**config.mk**
```make
export PLATFORM = sky130hd
export DESIGN_NAME = tsc_trap_unit
export DESIGN_NICKNAME = d
export VERILOG_FILES = /design/src/rtl/tsc_pkg.sv /design/src/rtl/tsc_trap_unit.sv
export SDC_FILE = /design/constraint.sdc
export NUM_CORES = 1
export LEC_CHECK = 0
export BUFFER_PORTS_ARGS = -buffer_cell sky130_fd_sc_hd__clkbuf_2
export CAP_MARGIN = 40
export CORE_UTILIZATION = 40
export CTS_CLUSTER_DIAMETER = 80
export DETAILED_ROUTE_END_ITERATION = 7
export HOLD_SLACK_MARGIN = 0.12
export PLACE_DENSITY = 0.86
export SETUP_SLACK_MARGIN = 0.05
export SLEW_MARGIN = 20
export SYNTH_ARGS = -nofsm -noshare
export SYNTH_HDL_FRONTEND = slang
export SYNTH_SLANG_ARGS = --single-unit
export TNS_END_PERCENT = 1
```
**constraint.sdc**
```tcl
create_clock -name i_core_clk -period 1.1 [get_ports i_core_clk]
set_input_delay 0.22 -clock i_core_clk [delete_from_list [all_inputs] [get_ports i_core_clk]]
set_output_delay 0.22 -clock i_core_clk [all_outputs]
set_load 0.02 [all_outputs]
```
**src/rtl/tsc_pkg.sv**
```systemverilog
// package: opcode fields, encodings and reset values for the trap and system-call unit
package tsc_pkg;
  // instruction field positions
  localparam int unsigned TSC_OP_MSB     = 31;
  localparam int unsigned TSC_OP_LSB     = 26;
  localparam int unsigned TSC_SEL_MSB    = 20;
  localparam int unsigned TSC_SEL_LSB    = 16;
  localparam int unsigned TSC_FN_MSB     = 5;
  localparam int unsigned TSC_IMM_MSB    = 15;
  localparam int unsigned TSC_XLEN       = 64;
  localparam int unsigned TSC_HALF       = 32;
  // major opcodes
  localparam logic [5:0] TSC_OP_FUNCTION  = 6'h00;
  localparam logic [5:0] TSC_OP_REG_IMM   = 6'h01;
  // function codes under the function major opcode
  localparam logic [5:0] TSC_FN_EQ_REG    = 6'h34;
  localparam logic [5:0] TSC_FN_GE_S_REG  = 6'h30;
  localparam logic [5:0] TSC_FN_GE_U_REG  = 6'h31;
  localparam logic [5:0] TSC_FN_SYS_CALL  = 6'h0C;
  localparam logic [5:0] TSC_FN_SYNC      = 6'h0F;
  // selectors under the register-immediate major opcode
  localparam logic [4:0] TSC_SEL_EQ_IMM   = 5'h0C;
  localparam logic [4:0] TSC_SEL_GE_S_IMM = 5'h08;
  localparam logic [4:0] TSC_SEL_GE_U_IMM = 5'h09;
  // reset values
  localparam logic       TSC_RST_FLAG    = 1'b0;
  localparam logic [1:0] TSC_RST_SYNC    = 2'h0;

  // decoded operation class
  typedef enum logic [2:0] {
    TSC_K_NONE, TSC_K_EQ, TSC_K_GES, TSC_K_GEU, TSC_K_SYS_CALL, TSC_K_SYNC
  } tsc_kind_t;
endpackage : tsc_pkg

```
**src/rtl/tsc_trap_unit.sv**
```systemverilog
// module: conditional trap, system-call and synchronize evaluation for the execute stage
// Notes on behaviour
// - register equal trap: function 110100, traps when both source registers are equal
// - immediate equal trap: selector 01100, sign-extended immediate equals source, trap
// - signed greater-or-equal traps, register 110000 or immediate 01000
// - unsigned greater-or-equal traps, 110001 or 01001; immediate still sign-extended
// - ten-bit code field of register traps is ignored by hardware
// - system call, function 001100, traps unconditionally; 20-bit code ignored
// - synchronize, function 001111, is a no-operation raising no exception
// - immediate extended by 16 copies of bit 15 in 32-bit mode, 48 in 64-bit
`timescale 1ns/10ps
module tsc_trap_unit
  import tsc_pkg::*;
(
  // clock and reset
  input  wire logic        i_core_clk,
  input  wire logic        i_rst_n,
  // instruction issue from decode
  input  wire logic        i_valid,
  input  wire logic [31:0] i_instr,
  input  wire logic [63:0] i_first_source_register,
  input  wire logic [63:0] i_second_source_register,
  input  wire logic        i_mode64,
  // result towards exception sequencer and writeback
  output logic             o_done,
  output logic             o_trap_exc,
  output logic             o_system_call_exc,
  output logic             o_sync_nop,
  output logic             o_wr_suppress,
  output logic             o_flush_younger
);

  // ****************************************
  // reset release and state
  // ****************************************
  logic [1:0] rst_sync_r;
  logic       rst_n;

  typedef struct packed {
    logic done;
    logic trap;
    logic sys;
    logic sync;
  } tsc_state_t;

  tsc_state_t st_r;
  tsc_state_t st_nxt;

  // two-stage reset release
  always_ff @(posedge i_core_clk or negedge i_rst_n) begin
    if (!i_rst_n) begin
      rst_sync_r <= TSC_RST_SYNC;
    end else begin
      rst_sync_r <= {rst_sync_r[0], 1'b1};
    end
  end
  assign rst_n = rst_sync_r[1];

  // ****************************************
  // decode and compare
  // ****************************************
  // sign-extend immediate to the mode width
  function automatic logic [63:0] tsc_sext(input logic [15:0] imm, input logic m64);
    logic [63:0] v;
    v = {{48{imm[15]}}, imm};
    if (!m64) begin
      v = {32'h0000_0000, {16{imm[15]}}, imm};
    end
    return v;
  endfunction : tsc_sext

  // narrow to 32-bit view in 32-bit mode (upper bits follow bit 31)
  function automatic logic [63:0] tsc_view(input logic [63:0] x, input logic m64);
    return m64 ? x : {{32{x[31]}}, x[31:0]};
  endfunction : tsc_view

  tsc_kind_t   kind;
  logic        use_imm;
  logic [63:0] opa;
  logic [63:0] opb;
  logic        cond;

  // operation decode; code fields bits 15..6 and 25..6 are never read
  always_comb begin
    kind    = TSC_K_NONE;
    use_imm = 1'b0;
    if (i_instr[TSC_OP_MSB:TSC_OP_LSB] == TSC_OP_FUNCTION) begin
      case (i_instr[TSC_FN_MSB:0])
        TSC_FN_EQ_REG:   kind = TSC_K_EQ;
        TSC_FN_GE_S_REG: kind = TSC_K_GES;
        TSC_FN_GE_U_REG: kind = TSC_K_GEU;
        TSC_FN_SYS_CALL: kind = TSC_K_SYS_CALL;
        TSC_FN_SYNC:     kind = TSC_K_SYNC;
        default:         kind = TSC_K_NONE;
      endcase
    end else if (i_instr[TSC_OP_MSB:TSC_OP_LSB] == TSC_OP_REG_IMM) begin
      use_imm = 1'b1;
      case (i_instr[TSC_SEL_MSB:TSC_SEL_LSB])
        TSC_SEL_EQ_IMM:   kind = TSC_K_EQ;
        TSC_SEL_GE_S_IMM: kind = TSC_K_GES;
        TSC_SEL_GE_U_IMM: kind = TSC_K_GEU;
        default:          kind = TSC_K_NONE;
      endcase
    end
  end

  // operand selection and condition
  always_comb begin
    opa = tsc_view(i_first_source_register, i_mode64);
    opb = use_imm ? tsc_sext(i_instr[TSC_IMM_MSB:0], i_mode64)
                  : tsc_view(i_second_source_register, i_mode64);
    if (!i_mode64) begin
      opb = {{32{opb[31]}}, opb[31:0]};
    end
    case (kind)
      TSC_K_EQ:  cond = (opa == opb);
      TSC_K_GES: cond = ($signed(opa) >= $signed(opb));
      TSC_K_GEU: cond = (opa >= opb);
      default:   cond = 1'b0;
    endcase
  end

  // ****************************************
  // state update
  // ****************************************
  // next state: one-cycle result pulses for each issued instruction
  always_comb begin
    st_nxt      = '0;
    st_nxt.done = i_valid;
    st_nxt.trap = i_valid && cond;
    st_nxt.sys  = i_valid && (kind == TSC_K_SYS_CALL);
    st_nxt.sync = i_valid && (kind == TSC_K_SYNC);
  end

  // result register, cleared by the released reset copy
  always_ff @(posedge i_core_clk or negedge rst_n) begin
    if (!rst_n) begin
      st_r <= '{TSC_RST_FLAG, TSC_RST_FLAG, TSC_RST_FLAG, TSC_RST_FLAG};
    end else begin
      st_r <= st_nxt;
    end
  end

  // outputs: exception kills writeback and younger work
  assign o_done          = st_r.done;
  assign o_trap_exc      = st_r.trap;
  assign o_system_call_exc = st_r.sys;
  assign o_sync_nop      = st_r.sync;
  assign o_wr_suppress   = st_r.trap | st_r.sys;
  assign o_flush_younger = st_r.trap | st_r.sys;
endmodule : tsc_trap_unit

```
; ---- Word-level counts from Yosys, hierarchy flattened
; Index checks and enable logic that the tools add are counted.
[word_totals]
out_inout_bits = 6
word_cells = 39
in_bits = 164
ff_bits = 6
[classes]
eq_ne = 15
bitwise = 1
mux = 12
reduce_logical = 4
n_lt_le_gt_ge = 2
[ops]
columns = operator, n
row1 = $mux 64, 5
row2 = $ge 64x64->1, 2
row3 = $eq 64x64->1, 1
row4 = $eq 6x6->1 const B, 3
row5 = $eq 5x4->1 const B, 3
row6 = $pmux 3 s5, 1
row7 = $eq 6x4->1 const B, 2
row8 = $eq 3x2->1 const B, 2
row9 = $eq 3x3->1 const B, 2
row10 = $eq 6x1->1 const B, 1
row11 = $logic_not 6->1, 1
row12 = $pmux 2 s3, 1
row13 = $eq 3x1->1 const B, 1
row14 = $logic_and 1x1->1, 3
row15 = $mux 3, 1
row16 = $pmux 1 s3, 1
row17 = $mux 1, 2
row18 = $mux 2, 1
row19 = $or 1x1->1, 1

; ---- Logic depth before layout (Yosys ltp)
[depth]
depth_word = 8
ltp_mapped = 13
depth_no_buf = 12

; ---- Worst setup path after synthesis
; No wires, ideal clock.
[synth_path]
kind = input to register
start = input port i_instr[31]
end = register st_r, in the netlist o_trap_exc
path_slack_ps = -1962
setup_time_ps = 68
path_stages = 12
n_path_buf = 1
arrival_ps = 2994
cell_sequence = nor2_1 nand3_2 nor2_1 clkbuf_1 a21oi_1 ha_1 nand4_1 or4_1 or4_1 nor2_1 a31oi_1 nand3_1
[synth_rtl]
columns = item, line_no
row1 = "start, declared", tsc_trap_unit.sv:20  ; input wire logic [31:0] i_instr,
row2 = "end signal, assigned", tsc_trap_unit.sv:138  ; st_r <= '{TSC_RST_FLAG, TSC_RST_FLAG, TSC_RST_FLAG, TSC_RST_FLAG};
row3 = "end signal, assigned", tsc_trap_unit.sv:140  ; st_r <= st_nxt;
row4 = "end, declared", tsc_trap_unit.sv:46  ; tsc_state_t st_r;

==> impl_metrics.ini <==
[outcome]
outcome = complete, but fails checks
violations = design-rule violations, negative setup slack

[flow_run]
maxCapViolCount = 0

[cells_and_area]
fin_area_sq_um = 4131
area_delta_synth_final_pct = 52.66
antennaDiodeCount = 0
layout.nets = 823
layout-drive-gt1-share = 0.3929

[yosys]
synth_area_sq_um = 2706
netlist_top_cells_count = sky130_fd_sc_hd__nand2_1, sky130_fd_sc_hd__ha_1, sky130_fd_sc_hd__a21oi_1
dominantRegCellSynth = sky130_fd_sc_hd__dfrtp_1
synth-seq-area-share = 0.05548
post-synth-top-count-cell = sky130_fd_sc_hd__nand2_1
netlist.area_leader.share = 0.2959
synthCells = 396
synth-warning-count = 0
synthArstFlopShare = 1.000
synthTopCellsByArea = sky130_fd_sc_hd__ha_1, sky130_fd_sc_hd__nand2_1, sky130_fd_sc_hd__a21o_1
syn-mean-instance-area_sq_um = 6.834
synth_net_count = 624
synth-edff-count = 0
synthDominantAreaCellType = sky130_fd_sc_hd__ha_1
yosysUniqueCellTypes = 47
post_synthesis_register_bit_count = 6

[power]
fraction_of_power_consumed_by_sequential_logic = 0.111
internal_power_uw = 1253
power.net_switching_uw = 813.9
power.share.clock = 0.162
pwr-share-comb = 0.727
power.switching_fraction = 0.3938
cellPowerDensity_nw_per_um2 = 500.2
cellLeakagePower_uw = 0.002542
ir_worst_vdd_mv = 0.2680

[setup_path]
worst-endpoint-arrival_ps = 2870
critPathLaunchType = input pin
worst-setup-path-type = in2reg
timing.reg2reg.worst_path_depth = 1
r2r_start = rst_sync_r[1]
reg2reg_setup_slack_ps = 300
worst-endpoint-required_ps = 1260
worst_r2r_endpoint = o_done
worst_setup_path_end_kind = flip-flop
crit_path_max_fanout = 8

[global_routing]
first_global_vias = 3687
grtUsageTotal = 0.2578
antenna_found_initial = 0
globalRouteOverflowTotal = 0
grt_first_pass_wirelength_mm = 15.30
grt_max_degree = 41

[timing]
final.min_clock_period_ps = 2707
final.hold.worst_slack_ps = 188.4
hold_viol_final = 0
grt_setup_unrepaired = true
min_period_over_period = 2.460
drv_slew = 0
tns_ps = -3336
max_clock_freq_ghz = 0.3695
setup_clock_skew_after_layout_ps = 4.738
post-route-worst-setup-slack_ps = -1607
timing.final.setup_violations = 5

[die]
initial_utilization = 0.4214
floorplan.rows = 29
core_sq_um = 6422
boundaryPins = 170
die_area_sq_um = 7099
die-height_um = 84.26
width_of_the_chip_um = 84.26

[detailed_routing]
drt_wl_total_mm = 9.176
drt_iter0_drc = 139
route.vias.total = 3619
number_of_search_and_repair_iterations_in_the_first_detailed_routing_pass = 6
routed_via_density = 5.401
routed_wire_length_per_instance_um = 13.70
post_route_drc = 19
antenna_left = 0

[min_path]
hold_depth = 1
hold_path_end = o_done
timing.hold.worst.class = in2reg
hold_path_startpoint = i_valid

[cts]
ctsHtreeMaxLevel = 1
clock_insertion_delay_worst_skew_ps = 230
cts_tree = done
cts_made_buffers = 3
cts_num_sinks = 6
cts_max_path_buffers = 2
cts_root_buffer = sky130_fd_sc_hd__clkbuf_8
clock_input_transition_at_the_sequential_cells_of_the_worst_setup_and_hold_paths_ps = 40

[placement]
place.gp.congestion = 0.8577
total_placed_instance_area_sq_um = 3938
hpwl_after_dpl_mm = 7.673
port_buffers = 164
-- area by class of cell --
class | instances | area [sq um]
Clock buffer | 3 | 41.29
Multi-Input combinational cell | 365 | 2565
Fill cell | 575 | 2291
Timing Repair Buffer | 213 | 1256
Tap cell | 77 | 96.34
Inverter | 6 | 22.52
Sequential cell | 6 | 150.1
-- cell families (layout without fill, tap and decap cells) --
logic type	count (synthesis)	after routing	share of synthesized area
AND/OR/NAND/NOR	180	180	0.3056
other	1	1	0.001386
flip-flops	6	6	0.05548
buffers and inverters	27	222	0.03883
multiplexers	15	15	0.05594
AO/OA/AOI/OAI	101	103	0.2404
adder cells (fa/ha/maj)	64	64	0.2959
XOR/XNOR	2	2	0.006474
-- stage by stage --
step                      instances  total power, uW  worst slack [ps]    util
after global placement          658             1591             -1922  0.6131
final                           670             2067             -1607  0.6433
after CTS                       668             2047             -1592  0.6388
after global routing            670             2263             -1776  0.6433
after floorplan                 396             1017             -1593       -
after detailed placement        658             1661             -2026  0.6131
-- worst max path at each step --
stage / startpoint / endpoint / cells after the start
after floorplan: i_instr[28] / o_trap_exc / 12
after global placement: i_instr[28] / o_trap_exc / 13
after detailed placement: i_instr[28] / o_trap_exc / 13
after CTS: i_instr[27] / o_trap_exc / 13
after global routing: i_instr[27] / o_trap_exc / 14
final: i_instr[27] / o_trap_exc / 14
-- metal layers --
metal | up-vias | track usage | share of wire
li1 | 1844 | - | -
met1 | 1636 | 0.2786 | 0.40
met2 | 119 | 0.5037 | 0.52
met3 | 20 | 0.04523 | 0.061
met4 | 0 | 0.08150 | 0.022
met5 | - | 0 | 0
-- power groups by stage --
stage               Clock, uW  Combinational, uW  Sequential, uW
CTS                       338               1480             229
floorplan                   0                781             236
global placement            0               1360             234
finish                    334               1500             229
global route              346               1690             230
detailed placement          0               1430             235
-- sequential cells by signal, indices dropped and copies added, names as in the netlist --
| signal | flops |
|---|---|
| rst_sync_r | 2 |
| o_system_call_exc | 1 |
| o_done | 1 |
| o_trap_exc | 1 |
| o_sync_nop | 1 |
-- timing repair --
item	CTS	global route
setup buffers	3	2
hold buffers	2	0
gates resized for setup	12	4
setup endpoints to repair	5	5
endpoints found under the hold margin	6	0
gates cloned	2	0
pin swaps	8	1
-- cell usage in the layout, fill, tap and decap left out, drive strengths merged, types with 2 or more instances in the layout --
cell         Yosys  layout
a211oi           2       2
a21boi           2       4
a21o            39      39
a21oi           43      43
and3             3       3
buf              5      49
clkbuf          16     165
dfrtp            6       6
dlygate4sd3      0       2
ha              64      64
inv              6       6
mux2i           14      14
nand2          113     113
nand3           15      15
nand4           16      16
nor2            10      10
nor3             4       4
nor4             4       4
o211ai           2       2
o21ai            3       3
o41ai            2       2
or3              2       2
or4              3       3
xnor2            2       2
-- critical path, cell delays in order --
cell and delay [ps]:
sky130_fd_sc_hd__clkbuf_8 120, sky130_fd_sc_hd__nor3_4 210, sky130_fd_sc_hd__nand3_4 180, sky130_fd_sc_hd__a21boi_4 220, sky130_fd_sc_hd__a21o_1 190, sky130_fd_sc_hd__ha_1 290
sky130_fd_sc_hd__nand4_1 160, sky130_fd_sc_hd__nor4_2 290, sky130_fd_sc_hd__buf_4 170, sky130_fd_sc_hd__nand2_1 50, sky130_fd_sc_hd__or4_4 510, sky130_fd_sc_hd__nor2_1 110
sky130_fd_sc_hd__a31oi_1 80, sky130_fd_sc_hd__nand3_1 60
Note: power is estimated with default switching activity, not from simulation.
